**src/nlbg_pkg.sv**
```systemverilog
package nlbg_pkg;
    localparam int STATES = 8;
    localparam int WORD_W = 8;
    localparam int SEL_W = 3;
    localparam int LEN_W = 7;
    localparam logic [LEN_W-1:0] MAX_LEN = 7'h40;
    localparam logic [LEN_W-1:0] LEN_RST = 7'h40;
    localparam logic [SEL_W-1:0] SEL_FIRST = 3'h7;
    localparam int CLK_MHZ = 25;
    localparam int BIT_HALF_NS = 160;
    // Least half period, rounded up to whole cycles.
    localparam int BIT_HALF_CYC = (BIT_HALF_NS * CLK_MHZ + 999) / 1000;
    localparam int HALF_W = 8;
    localparam int BUF_DEPTH = 2;

    typedef enum logic [7:0] {
        ST0 = 8'h01,
        ST1 = 8'h02,
        ST2 = 8'h04,
        ST3 = 8'h08,
        ST4 = 8'h10,
        ST5 = 8'h20,
        ST6 = 8'h40,
        ST7 = 8'h80
    } nlbg_state_t;
endpackage

```
**src/nlbg_top.sv**
```systemverilog
`timescale 1ns/100ps
module nlbg_top #(
    parameter int HALF_CYC = nlbg_pkg::BIT_HALF_CYC
) (
    // Clock and synchronous reset.
    input wire logic mclk,
    input wire logic sys_rst,
    // Pins from outside the clock domain.
    input wire logic en_pin,
    input wire logic start_input,
    // Word memory write from the host side logic.
    input wire logic cfg_wr_valid,
    input wire logic [2:0] cfg_wr_addr,
    input wire logic [7:0] cfg_wr_data,
    output logic cfg_wr_ready,
    // Length preload from the host side logic.
    input wire logic len_wr,
    input wire logic [6:0] len_data,
    // Serial link and status.
    output logic ser_clk,
    output logic ser_data,
    output logic [7:0] cur_state
);
    localparam int SW = nlbg_pkg::SEL_W;
    localparam int LW = nlbg_pkg::LEN_W;
    localparam int WW = nlbg_pkg::WORD_W;

    // Two-flop synchronisers for the pins; only the second flop is read.
    logic en_m, en_s, start_m, start_s;
    always_ff @(posedge mclk) begin
        if (sys_rst) begin
            en_m <= 1'b0;
            en_s <= 1'b0;
            start_m <= 1'b0;
            start_s <= 1'b0;
        end else begin
            en_m <= en_pin;
            en_s <= en_m;
            start_m <= start_input;
            start_s <= start_m;
        end
    end

    function automatic logic [2:0] st_idx(input nlbg_pkg::nlbg_state_t s);
        unique case (s)
            nlbg_pkg::ST0: st_idx = 3'h0;
            nlbg_pkg::ST1: st_idx = 3'h1;
            nlbg_pkg::ST2: st_idx = 3'h2;
            nlbg_pkg::ST3: st_idx = 3'h3;
            nlbg_pkg::ST4: st_idx = 3'h4;
            nlbg_pkg::ST5: st_idx = 3'h5;
            nlbg_pkg::ST6: st_idx = 3'h6;
            nlbg_pkg::ST7: st_idx = 3'h7;
        endcase
    endfunction

    // Fixed series order, last state wraps to the first.
    function automatic nlbg_pkg::nlbg_state_t st_next(input nlbg_pkg::nlbg_state_t s);
        unique case (s)
            nlbg_pkg::ST0: st_next = nlbg_pkg::ST1;
            nlbg_pkg::ST1: st_next = nlbg_pkg::ST2;
            nlbg_pkg::ST2: st_next = nlbg_pkg::ST3;
            nlbg_pkg::ST3: st_next = nlbg_pkg::ST4;
            nlbg_pkg::ST4: st_next = nlbg_pkg::ST5;
            nlbg_pkg::ST5: st_next = nlbg_pkg::ST6;
            nlbg_pkg::ST6: st_next = nlbg_pkg::ST7;
            nlbg_pkg::ST7: st_next = nlbg_pkg::ST0;
        endcase
    endfunction

    // A zero length would wrap the 7-bit counter and run 128 bits, so it is raised to one bit.
    function automatic logic [LW-1:0] len_clamp(input logic [LW-1:0] v);
        if (v > nlbg_pkg::MAX_LEN) begin
            len_clamp = nlbg_pkg::MAX_LEN;
        end else if (v == '0) begin
            len_clamp = 7'h01;
        end else begin
            len_clamp = v;
        end
    endfunction

    localparam int HALF_W_L = nlbg_pkg::HALF_W;
    nlbg_pkg::nlbg_state_t st_q, st_d;
    logic [HALF_W_L-1:0] half_q, half_d;
    logic [SW-1:0] sel_q, sel_d;
    logic [LW-1:0] len_q, len_d, lcnt_q, lcnt_d;
    logic sclk_q, sclk_d, data_q, data_d, stepclk_q, stepclk_d;
    logic started_q, started_d;
    logic bit_ev, step_ev;
    logic [WW-1:0] mem_q [nlbg_pkg::STATES];
    logic [WW-1:0] mem_d [nlbg_pkg::STATES];
    logic drain_valid, drain_ready;
    logic [10:0] drain_word;
    logic [WW-1:0] next_word;

    // Host writes pass a two-entry buffer; the memory only takes them while
    // the link is idle or at a word boundary, so a word is only torn if the link is disabled mid-shift.
    nlbg_buf #(.W(11), .DEPTH(nlbg_pkg::BUF_DEPTH)) u_buf (
        .mclk(mclk),
        .sys_rst(sys_rst),
        .in_valid(cfg_wr_valid),
        .in_data({cfg_wr_addr, cfg_wr_data}),
        .in_ready(cfg_wr_ready),
        .out_valid(drain_valid),
        .out_data(drain_word),
        .out_ready(drain_ready)
    );
    assign drain_ready = !en_s || step_ev;

    // Word memory next value; reset holds the counter pattern.
    always_comb begin
        for (int i = 0; i < nlbg_pkg::STATES; i++) begin
            mem_d[i] = mem_q[i];
        end
        if (drain_valid && drain_ready) begin
            mem_d[drain_word[10:8]] = drain_word[7:0];
        end
    end

    always_ff @(posedge mclk) begin
        for (int i = 0; i < nlbg_pkg::STATES; i++) begin
            if (sys_rst) begin
                mem_q[i] <= WW'(i);
            end else begin
                mem_q[i] <= mem_d[i];
            end
        end
    end

    // Serial clock divider, bit select, length counter and sequencer.
    always_comb begin
        half_d = half_q;
        sclk_d = sclk_q;
        sel_d = sel_q;
        st_d = st_q;
        stepclk_d = stepclk_q;
        lcnt_d = lcnt_q;
        started_d = started_q;
        bit_ev = 1'b0;
        step_ev = 1'b0;
        len_d = len_wr ? len_clamp(len_data) : len_q;
        if (!started_q && start_s && st_q == nlbg_pkg::ST0) begin
            st_d = nlbg_pkg::ST1;
            started_d = 1'b1;
        end
        if (!en_s) begin
            half_d = '0;
            sclk_d = 1'b0;
        end else if (half_q == HALF_W_L'(HALF_CYC - 1)) begin
            half_d = '0;
            sclk_d = !sclk_q;
            bit_ev = sclk_q && started_q;
        end else begin
            half_d = HALF_W_L'(half_q + 1'b1);
        end
        // Bits change on the falling edge so the far side samples on rising.
        if (bit_ev) begin
            if (lcnt_q == 7'h01) begin
                lcnt_d = len_q;
                sel_d = nlbg_pkg::SEL_FIRST;
                st_d = nlbg_pkg::ST1;
                step_ev = 1'b1;
            end else begin
                lcnt_d = LW'(lcnt_q - 1'b1);
                if (sel_q == '0) begin
                    sel_d = nlbg_pkg::SEL_FIRST;
                    st_d = st_next(st_q);
                    step_ev = 1'b1;
                end else begin
                    sel_d = SW'(sel_q - 1'b1);
                end
            end
        end
        // One step event is a single cycle, so one transition per pulse.
        if (step_ev) begin
            stepclk_d = !stepclk_q;
        end
    end

    // Mux the selected bit; idle shows the word's MSB.
    always_comb begin
        next_word = mem_d[st_idx(st_d)];
        if (!en_s) begin
            data_d = next_word[WW-1];
        end else begin
            data_d = next_word[sel_d];
        end
    end

    always_ff @(posedge mclk) begin
        if (sys_rst) begin
            st_q <= nlbg_pkg::ST0;
            half_q <= '0;
            sclk_q <= 1'b0;
            sel_q <= nlbg_pkg::SEL_FIRST;
            len_q <= nlbg_pkg::LEN_RST;
            lcnt_q <= nlbg_pkg::LEN_RST;
            stepclk_q <= 1'b0;
            started_q <= 1'b0;
            data_q <= 1'b0;
        end else begin
            st_q <= st_d;
            half_q <= half_d;
            sclk_q <= sclk_d;
            sel_q <= sel_d;
            len_q <= len_d;
            lcnt_q <= lcnt_d;
            stepclk_q <= stepclk_d;
            started_q <= started_d;
            data_q <= data_d;
        end
    end

    assign ser_clk = sclk_q;
    assign ser_data = data_q;
    assign cur_state = st_q;
endmodule // nlbg_top

```
**src/nlbg_buf.sv**
```systemverilog
`timescale 1ns/100ps
module nlbg_buf #(
    parameter int W = 11,
    parameter int DEPTH = 2
) (
    // Clock and reset.
    input wire logic mclk,
    input wire logic sys_rst,
    // Filling side.
    input wire logic in_valid,
    input wire logic [W-1:0] in_data,
    output logic in_ready,
    // Draining side.
    output logic out_valid,
    output logic [W-1:0] out_data,
    input wire logic out_ready
);
    localparam int AW = (DEPTH > 1) ? $clog2(DEPTH) : 1;
    localparam int CW = AW + 1;

    logic [W-1:0] slot_q [DEPTH];
    logic [AW-1:0] wp_q, wp_d, rp_q, rp_d;
    logic [CW-1:0] cnt_q, cnt_d;
    logic rdy_q, rdy_d;
    logic push, pop;

    function automatic logic [AW-1:0] bump(input logic [AW-1:0] p);
        bump = (p == AW'(DEPTH - 1)) ? '0 : AW'(p + 1'b1);
    endfunction

    // Ready is registered so the port comes straight from a flop; it is
    // computed from the next count so no push is ever lost when full.
    always_comb begin
        push = in_valid && rdy_q;
        pop = out_valid && out_ready;
        wp_d = push ? bump(wp_q) : wp_q;
        rp_d = pop ? bump(rp_q) : rp_q;
        cnt_d = cnt_q;
        if (push && !pop) begin
            cnt_d = CW'(cnt_q + 1'b1);
        end else if (pop && !push) begin
            cnt_d = CW'(cnt_q - 1'b1);
        end
        rdy_d = (cnt_d != CW'(DEPTH));
    end

    always_ff @(posedge mclk) begin
        if (sys_rst) begin
            wp_q <= '0;
            rp_q <= '0;
            cnt_q <= '0;
            rdy_q <= 1'b0;
        end else begin
            wp_q <= wp_d;
            rp_q <= rp_d;
            cnt_q <= cnt_d;
            rdy_q <= rdy_d;
        end
    end

    // Storage slots need no reset; they are only read when counted valid.
    always_ff @(posedge mclk) begin
        if (push) begin
            slot_q[wp_q] <= in_data;
        end
    end

    assign in_ready = rdy_q;
    assign out_valid = (cnt_q != '0);
    assign out_data = slot_q[rp_q];
endmodule // nlbg_buf

```
**config.mk**
```make
export PLATFORM = sky130hd
export DESIGN_NAME = nlbg_top
export DESIGN_NICKNAME = d
export VERILOG_FILES = /design/src/nlbg_pkg.sv /design/src/nlbg_top.sv /design/src/nlbg_buf.sv
export SDC_FILE = /design/constraint.sdc
export NUM_CORES = 1
export LEC_CHECK = 0
export BUFFER_PORTS_ARGS = -buffer_cell sky130_fd_sc_hd__buf_2
export CAP_MARGIN = 20
export CORE_MARGIN = 2
export CORE_UTILIZATION = 55
export DETAILED_ROUTE_END_ITERATION = 8
export PLACE_DENSITY = 0.76
export REMOVE_ABC_BUFFERS = 1
export SLEW_MARGIN = 20
export SYNTH_ARGS = -nofsm -noshare
export SYNTH_HDL_FRONTEND = slang
export SYNTH_SLANG_ARGS = --single-unit
```
**constraint.sdc**
```tcl
create_clock -name mclk -period 3.95 [get_ports mclk]
set_input_delay 0.79 -clock mclk [delete_from_list [all_inputs] [get_ports mclk]]
set_output_delay 0.79 -clock mclk [all_outputs]
set_load 0.01 [all_outputs]
```
* Yosys cells after proc, flatten, opt, wreduce, memory -nomap -nowiden
Memory sizes are Yosys's and may differ from the RTL's. A register that Yosys moved wholly into a read port is not among the register bits.
Cells that the tools add are included.
Widths: inputs -> output; s select.
** Word-level totals
- RAM bits :: 86
- Register bits after elaboration :: 45
- Input port bits :: 24
- Output and inout bits :: 11
- Memories :: 2
- Memory bits (read-only) :: 0
- Word-level logic and storage cells :: 125
- Bits in latches :: 0
** Operators by class
- Bitwise gates (word level) :: 11
- Multipliers :: 0
- Div/mod/pow operators :: 0
- $lt $le $gt $ge :: 5
- Add/subtract/negate cells :: 7
- Shift-type cells :: 0
- Muxes and demuxes :: 46
- Reduce and logical (&&, ||, !) cells :: 19
- Equal/unequal tests :: 19
** Memory list
- mem_q :: words 8, bits a word 8, rd ports 8, clocked after memory_dff 0, wr ports 8, RTL line nlbg_top.sv:90 : logic [WW-1:0] mem_q [nlbg_pkg::STATES];
- u_buf.slot_q :: words 2, bits a word 11, rd ports 1, clocked after memory_dff 1, wr ports 1, RTL line nlbg_buf.sv:21 : logic [W-1:0] slot_q [DEPTH];
** Operators by type and width (number)
- $mux 8 :: 15
- $bwmux 64 :: 1
- $mux 64 :: 1
- $pmux 8 s8 :: 1
- $bmux 8 s3 :: 1
- $demux 8 s3 :: 1
- $eq 8x2->1 const B :: 3
- $pmux 3 s8 :: 1
- $mux 7 :: 3
- $eq 8x1->1 const B :: 2
- $eq 8x3->1 const B :: 2
- $eq 8x4->1 const B :: 2
- $eq 8x5->1 const B :: 2
- $eq 8x6->1 const B :: 2
- $eq 8x7->1 const B :: 2
- $eq 8x8->1 const B :: 2
- $mux 1 :: 16
- $mux 3 :: 3
- $add 8x1->8 const B :: 1
- $ge 4x4->1 const B :: 2
- $logic_and 1x1->1 :: 8
- $not 3->4 :: 2
- $or 1x1->1 :: 8
- $eq 7x1->1 const B :: 1
- 19 further kinds :: 25

* Logic depth before layout (Yosys ltp)
- Word-level depth :: 16
- Gate-level depth with buffers :: 18
- Mapped depth without buffers :: 14

* Cells and area by module
From an unflattened synthesis, not the netlist that was laid out.
** Unflattened totals
- Cell total of the unflattened synthesis :: 854
- Area, all modules :: 7100.6 um^2
** By module, submodules not included
- nlbg_top :: area each 6027.0 um^2, seq. area each 2082.0 um^2, times used 1, cells each 789
- nlbg_buf :: area each 1073.5 um^2, seq. area each 780.7 um^2, times used 1, cells each 65

* Worst setup path after synthesis
Ideal clock, no wire load.
- Path kind :: reg-to-reg
- Start point :: register half_q[0]
- End point :: register data_q (netlist: ser_data)
- Arrival time :: 3.624 ns
- Cell stages (with the launch flop) :: 13
- Path buffers :: 0
- Slack :: 0.245 ns
- Library setup time :: 0.081 ns
- Required time :: 3.869 ns
- Period minus slack after synthesis :: 3.705 ns
- Cells stage by stage :: dfxtp_1 ha_1 or4b_4 nor4_4 nand3_1 o211ai_2 o211ai_1 o22ai_2 mux2_2 o311ai_0 a41oi_1 a221o_1 a41oi_1
** On the way
- Longest elaborated chain between the ends :: 13
- Elaborated cells between the ends (all ways) :: 25
- Classes of those cells :: 9 x eq/ne; 13 x mux; 1 x bitwise; 2 x reduce/logical
** Ends and longest elaborated chain
- from (decl) :: RTL line nlbg_top.sv:84 : logic [HALF_W_L-1:0] half_q, half_d;
- from (signal assigned) :: RTL line nlbg_top.sv:203 : half_q <= half_d;
- $eq 8x2->1 * :: RTL line nlbg_top.sv:149 : end else if (half_q == HALF_W_L'(HALF_CYC - 1)) begin
- $mux 1 * :: RTL line nlbg_top.sv:149
- $mux 1 * :: RTL line nlbg_top.sv:146 : if (!en_s) begin
- $mux 8 / $mux 1 (equally long branches) :: RTL line nlbg_top.sv:157 : if (bit_ev) begin
- $eq 8x8->1 (tied with other cells) :: RTL line nlbg_top.sv:45 : unique case (s)
- $pmux 3 s8 / $logic_and 1x1->1 (equally long branches) :: RTL line nlbg_top.sv:45, nlbg_top.sv:115
- $not 3->4 (not written as such) / $mux 64 (equally long branches) :: RTL line nlbg_top.sv:182, nlbg_top.sv:115
- $bmux 8 s3 :: RTL line nlbg_top.sv:182 : next_word = mem_d[st_idx(st_d)];
- $mux 8 (not written as such) (2 in series) :: RTL line nlbg_top.sv:182
- $bmux 1 s3 :: RTL line nlbg_top.sv:186 : data_d = next_word[sel_d];
- $mux 1 (not written as such) :: RTL line nlbg_top.sv:186
- $mux 1 * :: RTL line nlbg_top.sv:183 : if (!en_s) begin
- to (signal assigned) :: RTL line nlbg_top.sv:210 : data_q <= data_d;
- to (decl) :: RTL line nlbg_top.sv:87 : logic sclk_q, sclk_d, data_q, data_d, stepclk_q, stepclk_d;
Mark *: on every way between the ends. The rest lies on a longest branch, timed or not. The select of a mux whose other input is x is not followed.
A chain may end at the register's enable or synchronous reset.

* Final worst setup path
- Start point :: register st_q[5] (netlist: cur_state[5])
- End point :: register data_q (netlist: ser_data)
** On the way
- Longest elaborated chain between the ends :: 15
- Elaborated cells between the ends (all ways) :: 30
- Classes of those cells :: 16 x eq/ne; 12 x mux; 1 x bitwise; 1 x reduce/logical
** Ends and longest elaborated chain
- from (decl) :: RTL line nlbg_top.sv:83 : nlbg_pkg::nlbg_state_t st_q, st_d;
- from (signal assigned) :: RTL line nlbg_top.sv:192 : st_q <= nlbg_pkg::ST0;
- from (signal assigned) :: RTL line nlbg_top.sv:202 : st_q <= st_d;
- parallel branches: the longest is 5 deep, another holds $eq 8x8->1
- $mux 8 * :: RTL line nlbg_top.sv:157
- $eq 8x8->1 (tied with other cells) :: RTL line nlbg_top.sv:45
- $pmux 3 s8 * :: RTL line nlbg_top.sv:45
- $not 3->4 (not written as such) * :: RTL line nlbg_top.sv:182
- $bmux 8 s3 * :: RTL line nlbg_top.sv:182
- $mux 8 (not written as such) * (2 in series) :: RTL line nlbg_top.sv:182
- $bmux 1 s3 :: RTL line nlbg_top.sv:186
- $mux 1 (not written as such) :: RTL line nlbg_top.sv:186
- $mux 1 * :: RTL line nlbg_top.sv:183
Every way passes the cells marked *. The select of a mux whose other input is x is not followed.

==> impl_results.html <==
<table>
<tr><th>Metric</th><th>Value</th></tr>
<tr><th colspan="2">Global route</th></tr>
<tr><td>Overall fraction of global-route tracks in use</td><td>28.6%</td></tr>
<tr><td>Wire length of the first global-routing pass</td><td>29600 um</td></tr>
<tr><td>Initial antenna violation count</td><td>0</td></tr>
<tr><td>Final global-route overflow total</td><td>0</td></tr>
<tr><td>Met2 track demand over resource</td><td>47.6%</td></tr>
<tr><td>Global-route met1 utilization</td><td>34.9%</td></tr>
<tr><td>Via count of the first global-routing pass</td><td>6154</td></tr>
<tr><td>Pin count of the biggest net entering global routing</td><td>52</td></tr>
<tr><td>Met3 track demand over resource</td><td>6.51%</td></tr>
<tr><td>Most used routing layer in global routing</td><td>met2</td></tr>
<tr><th colspan="2">Clock network</th></tr>
<tr><td>Clock-pin slew on the worst setup and hold paths</td><td>0.06 ns</td></tr>
<tr><td>Clock latency on the worst-skew pair</td><td>0.42 ns</td></tr>
<tr><td>Clock sink count</td><td>132</td></tr>
<tr><td>Clk root buf</td><td>sky130_fd_sc_hd__clkbuf_16</td></tr>
<tr><td>Max Buffers Root-to-Sink</td><td>2</td></tr>
<tr><td>Number of buffers inserted by hold repair at cts</td><td>0</td></tr>
<tr><td>TritonCTS clock tree</td><td>done</td></tr>
<tr><td>Number of H-tree levels</td><td>4</td></tr>
<tr><td>TritonCTS Buffers</td><td>17</td></tr>
<tr><th colspan="2">Timing</th></tr>
<tr><td>Final number of max-transition violations</td><td>0</td></tr>
<tr><td>Slew Limit Headroom</td><td>37.2%</td></tr>
<tr><td>Final Critical Period</td><td>3.91 ns</td></tr>
<tr><td>Clk_skew</td><td>0.00959 ns</td></tr>
<tr><td>Max Clock Freq</td><td>0.256 GHz</td></tr>
<tr><td>Portion of the clock cycle consumed by the worst path in the final layout</td><td>99.0%</td></tr>
<tr><td>Fin. Hold Viols</td><td>0</td></tr>
<tr><td>Total setup violations reported at the end of the flow</td><td>0</td></tr>
<tr><td>Transition time of the tightest slew-check pin</td><td>0.933 ns</td></tr>
<tr><td>Hold slack</td><td>0.450 ns</td></tr>
<tr><th colspan="2">Placement</th></tr>
<tr><td>Dpl hpwl</td><td>12800 um</td></tr>
<tr><td>Count of input and output buffers</td><td>34</td></tr>
<tr><td>Weighted congestion at the end of routability-driven global placement</td><td>0.951</td></tr>
<tr><th colspan="2">Logic synthesis</th></tr>
<tr><td>Primary FF master, synth</td><td>sky130_fd_sc_hd__dfxtp_1</td></tr>
<tr><td>Post-synth EDFFs</td><td>22</td></tr>
<tr><td>Total of flip-flops plus latches after synthesis</td><td>132</td></tr>
<tr><td>Post-synth top area share</td><td>32.7%</td></tr>
<tr><td>Gate Count Post-Synth</td><td>783</td></tr>
<tr><td>Mean post-synth cell area</td><td>8.61 um2</td></tr>
<tr><td>Part of the Yosys area used for sequential elements</td><td>42.5%</td></tr>
<tr><td>Biggest area contributors in the synthesized netlist</td><td>sky130_fd_sc_hd__dfxtp_1 (33%), sky130_fd_sc_hd__edfxtp_1 (9.8%), sky130_fd_sc_hd__a211oi_1 (7.1%)</td></tr>
<tr><td>Library cell with the largest summed area after synthesis</td><td>sky130_fd_sc_hd__dfxtp_1</td></tr>
<tr><td>Cell area after synthesis</td><td>6740 um2</td></tr>
<tr><td>Warnings from Yosys</td><td>0</td></tr>
<tr><td>Count of distinct cell types in the synthesized netlist</td><td>76</td></tr>
<tr><td>Share of synthesized flip-flops with an asynchronous set or reset</td><td>0%</td></tr>
<tr><th colspan="2">Drt</th></tr>
<tr><td>Via count of the routed design</td><td>6275</td></tr>
<tr><td>DRC violation total after the first TritonRoute iteration</td><td>525</td></tr>
<tr><td>DRC</td><td>0</td></tr>
<tr><td>Detail-routed net length per standard cell</td><td>18.4 um</td></tr>
<tr><td>Via-per-instance ratio</td><td>6.23</td></tr>
<tr><td>First-pass iteration count of the detailed router</td><td>5</td></tr>
<tr><td>Final WL</td><td>18500 um</td></tr>
<tr><td>Remaining antenna violation count</td><td>0</td></tr>
<tr><th colspan="2">Worst hold path</th></tr>
<tr><td>Path type of the worst min-delay path</td><td>flop to flop</td></tr>
<tr><th colspan="2">Finish</th></tr>
<tr><td>Most used cells in the layout excluding fill and tap cells</td><td>sky130_fd_sc_hd__nor2_1 (125), sky130_fd_sc_hd__dfxtp_1 (107), sky130_fd_sc_hd__a211oi_1 (61)</td></tr>
<tr><td># diodes</td><td>0</td></tr>
<tr><td>Number of nets in the finished design</td><td>877</td></tr>
<tr><td>Storage cell area</td><td>2870 um2</td></tr>
<tr><td>Share of layout cells above drive strength 1</td><td>22.1%</td></tr>
<tr><td>Layout area overhead</td><td>21.8%</td></tr>
<tr><td>Most common cell after layout, fill and taps aside</td><td>sky130_fd_sc_hd__nor2_1</td></tr>
<tr><td>Fill cell total of the finished layout</td><td>976</td></tr>
<tr><td>Multi-input combinational cell area</td><td>3780 um2</td></tr>
<tr><th colspan="2">Power and ir drop</th></tr>
<tr><td>Largest vdd supply drop</td><td>483 uV</td></tr>
<tr><td>P_int</td><td>2.87 mW</td></tr>
<tr><td>Part of the power in combinational logic</td><td>20.3%</td></tr>
<tr><td>Static leakage power</td><td>2.99 nW</td></tr>
<tr><td>Power density normalized to cell area</td><td>493 nW/um2</td></tr>
<tr><td>Sequential fraction of design power</td><td>39.7%</td></tr>
<tr><td>Power dissipated by switching net loads</td><td>1.18 mW</td></tr>
<tr><td>Clock network power share</td><td>40.1%</td></tr>
<tr><td>Overall power</td><td>4.05 mW</td></tr>
<tr><td>Switching portion of total power</td><td>29.2%</td></tr>
<tr><th colspan="2">Critical path</th></tr>
<tr><td>Crit path DAT</td><td>4.25 ns</td></tr>
<tr><td>Kind of launch point of the worst setup path</td><td>flop</td></tr>
<tr><td>Worst setup EP type</td><td>flop</td></tr>
<tr><td>CP Data Required Time</td><td>4.29 ns</td></tr>
<tr><td>Setup CP Type</td><td>flop to flop</td></tr>
<tr><td>Maximum fanout count along the critical path</td><td>7</td></tr>
<tr><th colspan="2">Status</th></tr>
<tr><td>Outcome</td><td>finished clean</td></tr>
<tr><th colspan="2">Floorplan</th></tr>
<tr><td>Area of the core</td><td>12000 um2</td></tr>
<tr><td>Die Width</td><td>115 um</td></tr>
<tr><td>Count of standard-cell rows</td><td>40</td></tr>
<tr><td>Vertical die dimension</td><td>115 um</td></tr>
<tr><td>Num ports</td><td>35</td></tr>
<tr><td>Initial Util</td><td>56.1%</td></tr>
<tr><td>Overall die area</td><td>13200 um2</td></tr>
<tr><th colspan="2">Flow run</th></tr>
<tr><td># Max-Cap Violations</td><td>0</td></tr>
</table>
-- registers in the layout, summed over array words and instances, names as in the netlist, 2 cells and up, named ones only --
name / count
cur_state: 8
half_q: 8
lcnt_q: 7
len_q: 7
mem_q: 64
sel_q: 3
u_buf.cnt_q: 2
u_buf.slot_q: 22
-- cell type report --
cell class	count	share of cell area, %
clock inverter	11	1.81
clock buffer	21	5.61
timing repair buffer	98	8.69
inverter	14	0.640
tap	147	2.24
multi-input combinational	584	46.1
sequential	132	34.9
-- final timing paths --
path / cells after the start / start / end / slack [ns]
min: 1 / half_q[0] / half_q[0] / 0.45
min reg2reg: 1 / half_q[0] / half_q[0] / 0.45
max reg2reg: 15 / cur_state[5] / ser_data / 0.04
max: 15 / cur_state[5] / ser_data / 0.04
-- critical path, cell delays in order, from the launching register on --
cell	delay [ns]
sky130_fd_sc_hd__dfxtp_1	0.39
sky130_fd_sc_hd__buf_4	0.19
sky130_fd_sc_hd__or2_2	0.33
sky130_fd_sc_hd__nor4_1	0.57
sky130_fd_sc_hd__a211oi_1	0.19
sky130_fd_sc_hd__or2_1	0.31
sky130_fd_sc_hd__o211ai_1	0.27
sky130_fd_sc_hd__o22ai_2	0.17
sky130_fd_sc_hd__buf_4	0.17
sky130_fd_sc_hd__mux2i_1	0.20
sky130_fd_sc_hd__buf_4	0.16
sky130_fd_sc_hd__o21ai_0	0.11
sky130_fd_sc_hd__nand3_1	0.11
sky130_fd_sc_hd__nand4_1	0.10
sky130_fd_sc_hd__a221o_1	0.35
sky130_fd_sc_hd__a41oi_1	0.20
-- power groups by stage --
stage	Combinational, mW	Clock (mW)	Sequential, mW
final	0.820	1.62	1.61
after global routing	0.908	1.70	1.62
after CTS	0.787	1.64	1.60
after detailed placement	0.784	0	1.63
after global placement	0.759	0	1.62
after floorplan	0.515	0	1.61
-- timing repair --
item                                    CTS  global route
endpoints found under the setup margin    1             1
setup buffers                             0            10
gates resized for setup                   3            44
cloned                                    0             1
pin swaps                                 2            11
-- logic make-up after synthesis --
logic type	share of synthesized area (%)
muxes	4.29
and+or+nand+nor	24.2
adders and majority gates	1.11
AOI/OAI and AO/OA	22.1
buffers and inverters	4.08
xor gates and xnor gates	1.82
DFF	42.5
-- per-layer routing --
metal  share of wire, %  routed length [um]  vias up
met4                2.9                 543        0
met3                5.6                1030       49
met5                  0                   0        -
met2                 49                9150      244
met1                 42                7790     2980
li1                   -                   -     3002
-- metrics by stage --
stage / worst slack, ns / setup TNS [ns] / util [%] / std cells / area (um2)
4_1_cts: 0.00419 / 0 / 66.0 / 996 / 7930
3_5_place_dp: -0.0480 / -0.0480 / 60.8 / 964 / 7300
2_1_floorplan: -0.902 / -0.902 / - / 730 / 6520
6_report: 0.0400 / 0 / 68.4 / 1007 / 8210
3_3_place_gp: -0.0488 / -0.0488 / 60.8 / 964 / 7300
5_1_grt: -0.108 / -0.108 / 68.4 / 1007 / 8210
-- synth_stat cells, drive strengths merged (5+ instances only) --
| library cell | number |
|---|---|
| a21oi | 38 |
| a211oi | 64 |
| mux2 | 7 |
| nor2 | 127 |
| a31oi | 6 |
| o22ai | 7 |
| or4 | 5 |
| ha | 6 |
| o211ai | 9 |
| nand3b | 7 |
| or2 | 15 |
| buf | 14 |
| nor4 | 7 |
| nand3 | 17 |
| nor2b | 18 |
| o21bai | 6 |
| xnor2 | 8 |
| inv | 14 |
| clkbuf | 39 |
| xor2 | 6 |
| nand2 | 52 |
| o21ai | 26 |
| and2 | 6 |
| mux2i | 21 |
| edfxtp | 22 |
| nand2b | 16 |
| nor3 | 28 |
| and3 | 12 |
| dfxtp | 110 |
Note: power is estimated with default switching activity, not from simulation.
